`src/rom_map.svh`:
```
// constants for the relay output monitor: encodings, timing and reset values
`ifndef ROM_MAP_SVH
`define ROM_MAP_SVH
`define ROM_CLK_MHZ          100
`define ROM_SAMPLE_PERIOD_MS 2
`define ROM_SAMPLE_CYCLES    (`ROM_SAMPLE_PERIOD_MS * 1000 * `ROM_CLK_MHZ)
`define ROM_STATES_RST       8'h00
`define ROM_STAT_DRVR_BIT    0
`define ROM_STAT_STRM_BIT    1
`define ROM_STAT_RST_BIT     2
`define ROM_STAT_CERR_BIT    3
`define ROM_ERR_NONE         2'h0
`define ROM_ERR_TYPE         2'h1
`define ROM_ERR_SPECIFIC     2'h2
`define ROM_OP_SET_OUTPUTS   3'h1
`define ROM_OP_GET_OUTPUTS   3'h2
`define ROM_OP_GET_INPUTS    3'h3
`define ROM_OP_CLEAR_FLAGS   3'h4
`define ROM_OP_GET_STATUS    3'h5
`endif

```
`src/rom_pkg.sv`:
```
// types shared by the relay output monitor modules
`default_nettype none
package rom_pkg;
  typedef logic [2:0] rom_op_t;
  typedef logic [1:0] rom_err_t;
  typedef enum logic [2:0] {
    ROM_IDLE = 3'b001,
    ROM_EXEC = 3'b010,
    ROM_RESP = 3'b100
  } rom_state_e;
endpackage : rom_pkg
`default_nettype wire

```
`src/rom_sample_if.sv`:
```
// carrier between the top and the sampler
`timescale 1ns/1ps
`default_nettype none
interface rom_sample_if #(parameter int N = 8);
  logic [N-1:0] sampled;
  logic         tick;
  modport sampler (output sampled, output tick);
  modport user    (input sampled, input tick);
endinterface : rom_sample_if
`default_nettype wire

```
`src/rom_relay_monitor.sv`:
```
// eight-channel relay output module: action port, drive register, status flags
// Function
// - bit n is channel n, one active
// - set-outputs writes all eight drives
// - get-outputs returns programmed drive byte
// - get-inputs returns monitored coil-driver states
// - monitor states sampled every two milliseconds
// - wrong module type rejected with error
// - driver fault, stream error flags; clear-flags
// - driver fault or stream flag gives module-specific error
`timescale 1ns/1ps
`default_nettype none
`include "rom_map.svh"
module rom_relay_monitor #(
  parameter int N             = 8,
  parameter int SAMPLE_CYCLES = `ROM_SAMPLE_CYCLES
) (
  input  wire logic             clk_i,
  input  wire logic             srst_i,
  input  wire logic             act_valid_i,
  output logic                  act_ready_o,
  input  wire rom_pkg::rom_op_t act_op_i,
  input  wire logic             act_type_ok_i,
  input  wire logic [N-1:0]     act_data_i,
  output logic                  rsp_valid_o,
  output logic [N-1:0]          rsp_data_o,
  output rom_pkg::rom_err_t     rsp_err_o,
  output logic [3:0]            rsp_status_o,
  input  wire logic [N-1:0]     coil_mon_i,
  input  wire logic             stream_err_i,
  input  wire logic             link_comm_err_i,
  output logic [N-1:0]          relay_drive_o
);
  // ==========================================================
  // sampler
  rom_sample_if #(.N(N)) smp_if ();
  rom_sampler #(.N(N), .PERIOD(SAMPLE_CYCLES)) u_smp (
    .clk_i  (clk_i),
    .srst_i (srst_i),
    .mon_i  (coil_mon_i),
    .smp    (smp_if.sampler)
  );

  // ==========================================================
  // state
  rom_pkg::rom_state_e state_r;
  rom_pkg::rom_op_t    op_r;
  logic [N-1:0]        wdata_r;
  logic                type_ok_r;
  logic [N-1:0]        drive_r;
  logic                drvr_flag_r;
  logic                strm_flag_r;
  logic                rst_flag_r;
  logic                cerr_flag_r;
  logic [N-1:0]        rsp_data_r;
  rom_pkg::rom_err_t   rsp_err_r;
  logic                clr_now;
  logic                exec_now;
  logic [N-1:0]        drive_q_r;
  logic [N-1:0]        chan_miss;
  logic                fault_now;
  logic [3:0]          status_w;

  function automatic logic is_op(input rom_pkg::rom_op_t a, input rom_pkg::rom_op_t b);
    is_op = (a == b);
  endfunction : is_op

  assign act_ready_o = (state_r == rom_pkg::ROM_IDLE);
  assign exec_now    = (state_r == rom_pkg::ROM_EXEC);
  assign clr_now     = exec_now && type_ok_r && is_op(op_r, `ROM_OP_CLEAR_FLAGS);

  // ==========================================================
  // action sequencer: only a taken action acts
  // act only on executed actions
  always_ff @(posedge clk_i) begin
    if (srst_i) begin
      state_r <= rom_pkg::ROM_IDLE;
    end else begin
      case (state_r)
        rom_pkg::ROM_IDLE: begin
          if (act_valid_i) begin
            state_r <= rom_pkg::ROM_EXEC;
          end
        end
        rom_pkg::ROM_EXEC: state_r <= rom_pkg::ROM_RESP;
        rom_pkg::ROM_RESP: state_r <= rom_pkg::ROM_IDLE;
        default:           state_r <= rom_pkg::ROM_IDLE;
      endcase
    end
  end

  always_ff @(posedge clk_i) begin
    if (srst_i) begin
      op_r      <= 3'h0;
      wdata_r   <= '0;
      type_ok_r <= 1'b0;
    end else if (act_valid_i && act_ready_o) begin
      op_r      <= act_op_i;
      wdata_r   <= act_data_i;
      type_ok_r <= act_type_ok_i;
    end
  end

  // ==========================================================
  // drive register
  // drives inactive after reset
  always_ff @(posedge clk_i) begin
    if (srst_i) begin
      drive_r <= N'(`ROM_STATES_RST);
    end else if (exec_now && type_ok_r && is_op(op_r, `ROM_OP_SET_OUTPUTS)) begin
      drive_r <= wdata_r;
    end
  end
  assign relay_drive_o = drive_r;

  // drive as the monitor lines saw it at the sample edge, so a fresh write is no fault
  always_ff @(posedge clk_i) begin
    if (srst_i) begin
      drive_q_r <= N'(`ROM_STATES_RST);
    end else begin
      drive_q_r <= drive_r;
    end
  end

  // ==========================================================
  // per-channel coil-driver check
  // channel differs from drive
  for (genvar ch = 0; ch < N; ch++) begin : g_chan
    assign chan_miss[ch] = smp_if.sampled[ch] ^ drive_q_r[ch];
  end
  // only a fresh sample may raise the fault
  assign fault_now = smp_if.tick && (|chan_miss);

  // ==========================================================
  // status flags, set wins over clear
  // driver fault on mismatch at sample
  always_ff @(posedge clk_i) begin
    if (srst_i) begin
      drvr_flag_r <= 1'b0;
    end else if (fault_now) begin
      drvr_flag_r <= 1'b1;
    end else if (clr_now) begin
      drvr_flag_r <= 1'b0;
    end
  end

  always_ff @(posedge clk_i) begin
    if (srst_i) begin
      strm_flag_r <= 1'b0;
    end else if (stream_err_i) begin
      strm_flag_r <= 1'b1;
    end else if (clr_now) begin
      strm_flag_r <= 1'b0;
    end
  end

  // reset flag: raised by reset, dropped by clear-flags
  always_ff @(posedge clk_i) begin
    if (srst_i) begin
      rst_flag_r <= 1'b1;
    end else if (clr_now) begin
      rst_flag_r <= 1'b0;
    end
  end

  // link error flag, set wins over clear
  always_ff @(posedge clk_i) begin
    if (srst_i) begin
      cerr_flag_r <= 1'b0;
    end else if (link_comm_err_i) begin
      cerr_flag_r <= 1'b1;
    end else if (clr_now) begin
      cerr_flag_r <= 1'b0;
    end
  end

  // ==========================================================
  // response
  always_ff @(posedge clk_i) begin
    if (srst_i) begin
      rsp_data_r <= '0;
      rsp_err_r  <= `ROM_ERR_NONE;
    end else if (exec_now) begin
      rsp_data_r <= '0;
      rsp_err_r  <= `ROM_ERR_NONE;
      if (!type_ok_r) begin
        rsp_err_r <= `ROM_ERR_TYPE;
      end else begin
        if (drvr_flag_r || strm_flag_r) begin
          rsp_err_r <= `ROM_ERR_SPECIFIC;
        end
        if (is_op(op_r, `ROM_OP_GET_OUTPUTS)) begin
          rsp_data_r <= drive_r;
        end
        if (is_op(op_r, `ROM_OP_GET_INPUTS)) begin
          rsp_data_r <= smp_if.sampled;
        end
      end
    end
  end

  assign rsp_valid_o = (state_r == rom_pkg::ROM_RESP);
  assign rsp_data_o  = rsp_data_r;
  assign rsp_err_o   = rsp_err_r;
  // status word, one flag per bit
  always_comb begin
    status_w                     = 4'h0;
    status_w[`ROM_STAT_DRVR_BIT] = drvr_flag_r;
    status_w[`ROM_STAT_STRM_BIT] = strm_flag_r;
    status_w[`ROM_STAT_RST_BIT]  = rst_flag_r;
    status_w[`ROM_STAT_CERR_BIT] = cerr_flag_r;
  end
  assign rsp_status_o = status_w;
endmodule : rom_relay_monitor
`default_nettype wire

```
`src/rom_sampler.sv`:
```
// periodic sampler of the coil-driver monitor lines
`timescale 1ns/1ps
`default_nettype none
`include "rom_map.svh"
module rom_sampler #(
  parameter int N      = 8,
  parameter int PERIOD = `ROM_SAMPLE_CYCLES
) (
  input  wire logic         clk_i,
  input  wire logic         srst_i,
  input  wire logic [N-1:0] mon_i,
  rom_sample_if.sampler     smp
);
  logic [31:0]  cnt_r;
  logic [N-1:0] smp_r;
  logic         tick_r;
  always_ff @(posedge clk_i) begin
    if (srst_i) begin
      cnt_r  <= 32'h0;
      tick_r <= 1'b0;
    end else if (cnt_r == 32'(PERIOD - 1)) begin
      cnt_r  <= 32'h0;
      tick_r <= 1'b1;
    end else begin
      cnt_r  <= cnt_r + 32'h1;
      tick_r <= 1'b0;
    end
  end
  always_ff @(posedge clk_i) begin
    if (srst_i) begin
      smp_r <= '0;
    end else if (cnt_r == 32'(PERIOD - 1)) begin
      smp_r <= mon_i;
    end
  end
  assign smp.sampled = smp_r;
  assign smp.tick    = tick_r;
endmodule : rom_sampler
`default_nettype wire

```
`config.mk`:
```
export PLATFORM = sky130hd
export DESIGN_NAME = rom_relay_monitor
export DESIGN_NICKNAME = d
export VERILOG_FILES = /design/src/rom_pkg.sv /design/src/rom_sample_if.sv /design/src/rom_relay_monitor.sv /design/src/rom_sampler.sv
export VERILOG_INCLUDE_DIRS = /design/src
export SDC_FILE = /design/constraint.sdc
export NUM_CORES = 1
export LEC_CHECK = 0
export BUFFER_PORTS_ARGS = -buffer_cell sky130_fd_sc_hd__buf_2
export CORE_MARGIN = 5
export CORE_UTILIZATION = 50
export DETAILED_ROUTE_END_ITERATION = 12
export PLACE_DENSITY = 0.78
export SLEW_MARGIN = 10
export SYNTH_ARGS = -nofsm -noshare
export SYNTH_HDL_FRONTEND = slang
export SYNTH_HIERARCHICAL = 1
export SYNTH_SLANG_ARGS = --single-unit
export TNS_END_PERCENT = 10
```
`constraint.sdc`:
```
create_clock -name clk_i -period 5.7 [get_ports clk_i]
set_input_delay 0.57 -clock clk_i [delete_from_list [all_inputs] [get_ports clk_i]]
set_output_delay 0.57 -clock clk_i [all_outputs]
set_load 0.1 [all_outputs]
```
==> run summary, run 1 <==
==========================================================================================
IR Drop Worst-Case VDD ......................................................     0.106 mV
Boundary pin count ..........................................................           49
Tightest Pin Transition .....................................................       960 ps
Gpl congestion ..............................................................        0.833
Post-synthesis average cell area ............................................     8.90 um2
Post-route standard cell area excluding fillers .............................  0.00409 mm2
Number of buffers inserted by hold repair at cts ............................            0
Clock latency reported for the late side of the worst-skew pair .............       350 ps
CP endpoint kind ............................................................         flop
Required time worst endpoint ................................................      5910 ps
Drt total wl ................................................................      7760 um
Area added between synthesis and finish .....................................        11.3%
Category of the critical setup timing path ..................................      reg2reg
Setup slack on the worst flop-to-flop path ..................................      3190 ps
Final setup vio count .......................................................            0
CTS tree ....................................................................        built
Average wire length per cell after detail routing ...........................      14.2 um
Critical Path Fanout Max ....................................................           29
Cell area after placement ...................................................  0.00388 mm2
Share of total power in sequential cells ....................................        55.0%
Synthesized instance count ..................................................          413
Syn_nets ....................................................................          439
Number of distinct library cells after synthesis ............................           39
Initial antenna violation count .............................................            0
Global route overflow .......................................................            0
Share of flip-flops with an asynchronous set or reset after synthesis .......           0%
Shortest period the worst path allows .......................................      2510 ps
Antenna-violating nets left .................................................            0
Aggregate negative setup slack ..............................................         0 ps
Fillcell total ..............................................................          662
Leakage Power ...............................................................      1.42 nW
First-pass GRT wire length ..................................................    12,500 um
Inserted Clock Buffers ......................................................            9
Post-DP HPWL ................................................................      5310 um
Final-stage net count .......................................................          469
Sw frac .....................................................................        25.3%
DRC violation total after the first TritonRoute iteration ...................          168
Crit share post-route .......................................................        44.0%
Length of the first detailed-routing pass in iterations .....................            4
Ys Warns ....................................................................            6
Post-synth EDFFs ............................................................            0
Cell Int Power ..............................................................     0.840 mW
RSZ-0062 raised after global routing ........................................        false
Number of inserted diodes ...................................................            0
Crit path arrival time ......................................................      2720 ps
Share of post-route cells with drive strength above 1 .......................        17.0%
Library cell used as clock root buffer ......................................     clkbuf_8
Largest net degree at the start of global routing ...........................           58
Clock edge transition at the registers on the reported setup and hold paths .        90 ps
Ys flop type ................................................................      dfxtp_1
Result of the run ........................................................... finished, final reports clean
Die Outline Area ............................................................  0.00917 mm2
PortBufs ....................................................................           48
Vias in the first global route ..............................................        2,736
Overall fraction of global-route tracks in use ..............................        17.2%
Routed via count ............................................................        3,052
Power per unit of standard cell area ........................................   275 mW/mm2
Residual DRC ................................................................            0
Top achievable clock speed ..................................................      399 MHz
Fraction of power consumed by the clock network .............................        39.8%
Final count of pins violating max slew ......................................            0
Post-cts gate resize count ..................................................            0
Worst-case clock skew .......................................................      11.7 ps
Die Span X ..................................................................      95.7 um
Max H-tree Level ............................................................            3
Longest Clk Path Bufs .......................................................            2
Sequential area share after synthesis .......................................        46.8%
Netlist area before placement ...............................................  0.00368 mm2
Number of cell rows .........................................................           31
Psw .........................................................................     0.285 mW
Vias per inst ...............................................................         5.58
Synthesis-stage register bit count ..........................................           86
Post-CTS setup buffer count .................................................            0
Max-Cap Viols ...............................................................            0
Final hold vios .............................................................            0
Number of clock sinks seen by CTS ...........................................           86
Die Y-Extent ................................................................      95.7 um
Critical path startpoint category ...........................................         flop
Starting density of the core ................................................        51.0%
Fraction of power consumed by combinational cells ...........................         5.2%
Placeable Area ..............................................................  0.00721 mm2
Worst min path class ........................................................       in2reg
Max-slew headroom ...........................................................        36.0%
==========================================================================================
## final timing paths
path	from	end	cells past startpoint
max	u_smp/cnt_r[0]$_SDFF_PP0_	u_smp/cnt_r[10]$_SDFF_PP0_	5
min	stream_err_i	strm_flag_r$_SDFFE_PP0P_	3
max reg2reg	u_smp/cnt_r[0]$_SDFF_PP0_	u_smp/cnt_r[10]$_SDFF_PP0_	5
min reg2reg	rst_flag_r$_SDFFE_PP1P_	rst_flag_r$_SDFFE_PP1P_	1
## registers in the layout, summed over array words and instances, names as in the netlist
signal,cells
u_smp/cnt_r,32
drive_q_r,8
relay_drive_o,8
rsp_data_o,8
u_smp/smp.sampled,8
wdata_r,8
op_r,3
state_r,3
rsp_err_o,2
cerr_flag_r,1
drvr_flag_r,1
rst_flag_r,1
strm_flag_r,1
type_ok_r,1
u_smp/smp.tick,1
## metal layers
metal | wire length (um) | up-vias | GRT usage, %
li1 | - | 1549 | -
met1 | 3680 | 1435 | 23.1
met2 | 3570 | 57 | 26.8
met3 | 418 | 11 | 4.46
met4 | 90 | 0 | 5.92
met5 | 0 | - | 0
## worst max-delay path: stages (launching register included)
cell	delay, ps
dfxtp_1	380
ha_1	270
nand4_1	210
or4_1	740
o21bai_4	630
nor2_1	120
## power groups by stage
stage,combinational (mW),sequential (mW),clock (mW)
finish,0.0586,0.619,0.448
global route,0.0638,0.621,0.483
detailed placement,0.0584,0.633,0
global placement,0.0577,0.632,0
CTS,0.0594,0.619,0.458
floorplan,0.0470,0.631,0
## cells by family (layout without fill, tap and decap cells)
family          Yosys count  after routing  synth area share [%]
simple gates            177            177                  26.1
fa+ha+maj                 1              1                 0.340
buf+inv                  33             68                  4.73
mux                      16             16                  4.60
xor+xnor                 21             21                  5.00
compound gates           79             79                  12.4
flops                    86             86                  46.8
## through the flow
stage / cells / worst slack [ps] / hold WS [ps] / power (mW) / utilization [%]
4_1_cts: 547 / 3180 / 417 / 1.14 / 56.7
5_1_grt: 547 / 3040 / 418 / 1.17 / 56.7
2_1_floorplan: 413 / 2190 / 426 / 0.678 / -
3_3_place_gp: 531 / 3310 / 431 / 0.690 / 53.8
6_report: 547 / 3190 / 431 / 1.13 / 56.7
3_5_place_dp: 531 / 3240 / 436 / 0.691 / 53.8
## cells in the final DEF, fill, tap and decap left out, types with 8 or more instances in the layout
cell type / netlist / routed
mux2i_1: 9 / 9
nand2_1: 36 / 36
a21oi_1: 43 / 43
clkbuf_8: 0 / 9
o31ai_1: 10 / 10
o21ai_0: 17 / 17
xnor2_1: 17 / 17
dfxtp_1: 86 / 86
nor2b_1: 8 / 8
nand3_1: 13 / 13
nor2_1: 43 / 43
or4_1: 15 / 15
nand4_1: 22 / 22
buf_2: 5 / 48
## area by class of cell
class | count | area (um2) | share of cell area [%]
timing repair buffer | 48 | 240 | 5.87
sequential | 86 | 1720 | 42.1
clock inverter | 7 | 86.3 | 2.11
clock buffer | 9 | 124 | 3.03
inverter | 4 | 15.0 | 0.367
multi-input combinational | 294 | 1780 | 43.5
tap | 99 | 124 | 3.03
## synthesized netlist by cell type (all sizes together), types with 5 or more instances
| master | count | area [um2] |
|---|---|---|
| clkbuf | 15 | 58.8 |
| nand4 | 22 | 138 |
| or4 | 17 | 135 |
| or3 | 7 | 43.8 |
| nand3 | 13 | 65.1 |
| xnor2 | 17 | 149 |
| nand2 | 36 | 135 |
| nor4 | 8 | 56.3 |
| o21ai | 17 | 85.1 |
| nor3 | 7 | 46.3 |
| and4 | 5 | 43.8 |
| mux2 | 7 | 78.8 |
| nor2 | 43 | 161 |
| buf | 14 | 100 |
| nor2b | 8 | 50.1 |
| o31ai | 10 | 75.1 |
| a22oi | 7 | 52.6 |
| dfxtp | 86 | 1720 |
| a21oi | 43 | 215 |
| mux2i | 9 | 90.1 |
Power figures use the tool's default switching activity.
==> run 2, diff against run 1 <==
--- a/config.mk
+++ b/config.mk
@@ -10,7 +10,7 @@
 export CORE_MARGIN = 5
 export CORE_UTILIZATION = 50
 export DETAILED_ROUTE_END_ITERATION = 12
-export PLACE_DENSITY = 0.78
+export PLACE_DENSITY = 0.8
 export SLEW_MARGIN = 10
 export SYNTH_ARGS = -nofsm -noshare
 export SYNTH_HDL_FRONTEND = slang
==> constraint.sdc (replaced) <==
create_clock -name clk_i -period 2.2 [get_ports clk_i]
set_input_delay 0.22 -clock clk_i [delete_from_list [all_inputs] [get_ports clk_i]]
set_output_delay 0.22 -clock clk_i [all_outputs]
set_load 0.1 [all_outputs]
==> run 2 against run 1 <==
Register-to-register slack worse by 3100 ps. Clock power increased to 2.8 times the previous value. Count of clock-buffer cells in the layout did not move. Global-route usage up 1.3 points. Highest routed layer unchanged. Largest cell class unchanged. Critical path type unchanged. Sequential cell count did not move. Hold slack lost 360 ps. Critical path depth unchanged. Wire length increased by 4.8%.
==> run summary, run 2 (same netlist as run 1, synthesis figures left out) <==
==========================================================================================
Result of the run ........................................................... finished, final reports clean   unchanged
Inserted Clock Buffers ......................................................            9   unchanged
Crit path arrival time ......................................................      2380 ps   was 2720 ps
Number of clock sinks seen by CTS ...........................................           86   unchanged
Placeable Area ..............................................................  0.00721 mm2   unchanged
Initial antenna violation count .............................................            0   unchanged
Cell area after placement ...................................................  0.00402 mm2   was 0.00388 mm2
Die Outline Area ............................................................  0.00917 mm2   unchanged
Placed Cells ................................................................          546   was 531
Routed via count ............................................................        3,124   was 3,052
Global route overflow .......................................................            0   unchanged
Tightest Pin Transition .....................................................       546 ps   was 960 ps
Global routing usage on met2 ................................................        28.5%   was 26.8%
Overall fraction of global-route tracks in use ..............................        18.5%   was 17.2%
Cell Int Power ..............................................................      2.29 mW   was 0.840 mW
Most common cell after layout, fill and taps aside ..........................      dfxtp_1   unchanged
Critical Path Fanout Max ....................................................            9   was 29
Fraction of power consumed by combinational cells ...........................         5.4%   was 5.2%
Setup ws final ..............................................................       124 ps   was 3190 ps
Leakage Power ...............................................................      1.51 nW   was 1.42 nW
Starting density of the core ................................................        51.0%   unchanged
Die Span X ..................................................................      95.7 um   unchanged
Drt total wl ................................................................      8140 um   was 7760 um
IR Drop Worst-Case VDD ......................................................     0.437 mV   was 0.106 mV
Max-slew headroom ...........................................................        63.5%   was 36.0%
Power per unit of standard cell area ........................................   709 mW/mm2   was 275 mW/mm2
Fin cells ...................................................................          562   was 547
Register name with the most flops ...........................................  u_smp/cnt_r   unchanged
Post-route standard cell area excluding fillers .............................  0.00425 mm2   was 0.00409 mm2
Share of total power in sequential cells ....................................        53.2%   was 55.0%
Register cell area after layout .............................................  0.00172 mm2   unchanged
Top achievable clock speed ..................................................      482 MHz   was 399 MHz
Average wire length per cell after detail routing ...........................      14.5 um   was 14.2 um
First-pass GRT wire length ..................................................    13,400 um   was 12,500 um
GR Util met1 ................................................................        25.1%   was 23.1%
Max-Cap Viols ...............................................................            0   unchanged
Critical path startpoint category ...........................................         flop   unchanged
RSZ-0062 raised after global routing ........................................        false   unchanged
Length of the first detailed-routing pass in iterations .....................            4   unchanged
Most frequent cells in the layout ........................................... 86 x dfxtp_1, 48 x buf_2, 43 x a21oi_1, 43 x nor2_1, 36 x nand2_1   unchanged
Worst path slowest cell .....................................................        or4_1   unchanged
Aggregate negative setup slack ..............................................         0 ps   unchanged
Residual DRC ................................................................            0   unchanged
Largest stage delay, worst path .............................................       720 ps   was 740 ps
Crit share post-route .......................................................        94.4%   was 44.0%
Core Util, Final ............................................................        58.9%   was 56.7%
Fraction of power consumed by the clock network .............................        41.4%   was 39.8%
Worst-case clock skew .......................................................      13.3 ps   was 11.7 ps
Met3 track utilization from global routing ..................................        3.36%   was 4.46%
Number of cell rows .........................................................           31   unchanged
Vias in the first global route ..............................................        2,894   was 2,736
Boundary pin count ..........................................................           49   unchanged
Chain of cells forming the critical path .................................... nand4_1 -> or4_1 -> buf_4 -> or3_1 -> a21oi_1   was ha_1 -> nand4_1 -> or4_1 -> o21bai_4 -> nor2_1
Library cell used as clock root buffer ......................................     clkbuf_8   unchanged
Longest Clk Path Bufs .......................................................            2   unchanged
Post-DP HPWL ................................................................      5800 um   was 5310 um
Footprint of the multi-input gates ..........................................  0.00179 mm2   was 0.00178 mm2
Share of post-route cells with drive strength above 1 .......................        20.3%   was 17.0%
Largest net degree at the start of global routing ...........................           30   was 58
Die Y-Extent ................................................................      95.7 um   unchanged
PortBufs ....................................................................           48   unchanged
Category of the critical setup timing path ..................................      reg2reg   unchanged
Psw .........................................................................     0.724 mW   was 0.285 mW
Area added between synthesis and finish .....................................        15.5%   was 11.3%
Clock edge transition at the registers on the reported setup and hold paths .        90 ps   about the same
Clock latency reported for the late side of the worst-skew pair .............       360 ps   was 350 ps
Gr busiest metal ............................................................         met2   unchanged
CP endpoint kind ............................................................         flop   unchanged
Antenna-violating nets left .................................................            0   unchanged
Number of buffers inserted by hold repair at cts ............................            0   unchanged
Flip-flop count of the largest register, all copies and words added .........           32   unchanged
Sw frac .....................................................................        24.0%   was 25.3%
Worst setup slack before clock tree synthesis ...............................       129 ps   was 3240 ps
Final setup vio count .......................................................            0   unchanged
Max H-tree Level ............................................................            3   unchanged
Final hold vios .............................................................            0   unchanged
DRC violation total after the first TritonRoute iteration ...................          148   was 168
Number of inserted diodes ...................................................            0   unchanged
Post-CTS setup buffer count .................................................            0   unchanged
Final count of pins violating max slew ......................................            0   unchanged
Required time worst endpoint ................................................      2500 ps   was 5910 ps
Gpl congestion ..............................................................        0.817   was 0.833
Worst min path class ........................................................       in2reg   unchanged
Shortest period the worst path allows .......................................      2080 ps   was 2510 ps
Vias per inst ...............................................................         5.56   was 5.58
CTS tree ....................................................................        built   unchanged
Fillcell total ..............................................................          657   was 662
Final-stage net count .......................................................          484   was 469
==========================================================================================
run 2: area by class of cell:
type,instances,area share [%]
Clock buffer,9,2.92
Clock inverter,7,2.42
Inverter,4,0.354
Multi-Input combinational cell,294,42.3
Sequential cell,86,40.5
Tap cell,99,2.92
Timing Repair Buffer,63,8.60
run 2: power groups by stage:
stage	registers, mW	clock network, mW	logic, mW
global route	1.61	1.33	0.176
detailed placement	1.64	0	0.162
global placement	1.64	0	0.159
finish	1.60	1.25	0.163
floorplan	1.63	0	0.122
CTS	1.60	1.27	0.163
run 2: final timing paths:
path	start	end	slack [ps]	depth (start not counted)
worst max-delay path	u_smp/cnt_r[11]$_SDFF_PP0_	u_smp/cnt_r[17]$_SDFF_PP0_	120	5
worst min-delay path	stream_err_i	strm_flag_r$_SDFFE_PP0P_	70	3
worst max register to register	u_smp/cnt_r[11]$_SDFF_PP0_	u_smp/cnt_r[17]$_SDFF_PP0_	120	5
worst min register to register	rst_flag_r$_SDFFE_PP1P_	rst_flag_r$_SDFFE_PP1P_	460	1
run 2: metrics by stage:
step                total power [mW]  hold slack [ps]
finish                          3.01             67.0
floorplan                       1.76              289
detailed placement              1.80              442
global route                    3.11             89.3
global placement                1.80              430
CTS                             3.03             67.6
run 2: per-layer routing:
layer	vias to the layer above	wire (um)
met3	14	452
met4	0	167
li1	1575	-
met5	-	0
met2	84	3670
met1	1451	3840
run 2: critical path, delay by kind of cell (launching register included):
| family | cells | cell delay, ps |
|---|---|---|
| and+or+nand+nor | 3 | 1250 |
| DFF | 1 | 400 |
| buffers and inverters | 1 | 240 |
| AOI/OAI and AO/OA | 1 | 140 |
run 2: timing repair:
| item | 4_1_cts | 5_1_grt |
|---|---|---|
| gates resized for setup | 0 | 1 |
| endpoints found under the setup margin | 0 | 24 |
| endpoints found under the hold margin | 0 | 0 |
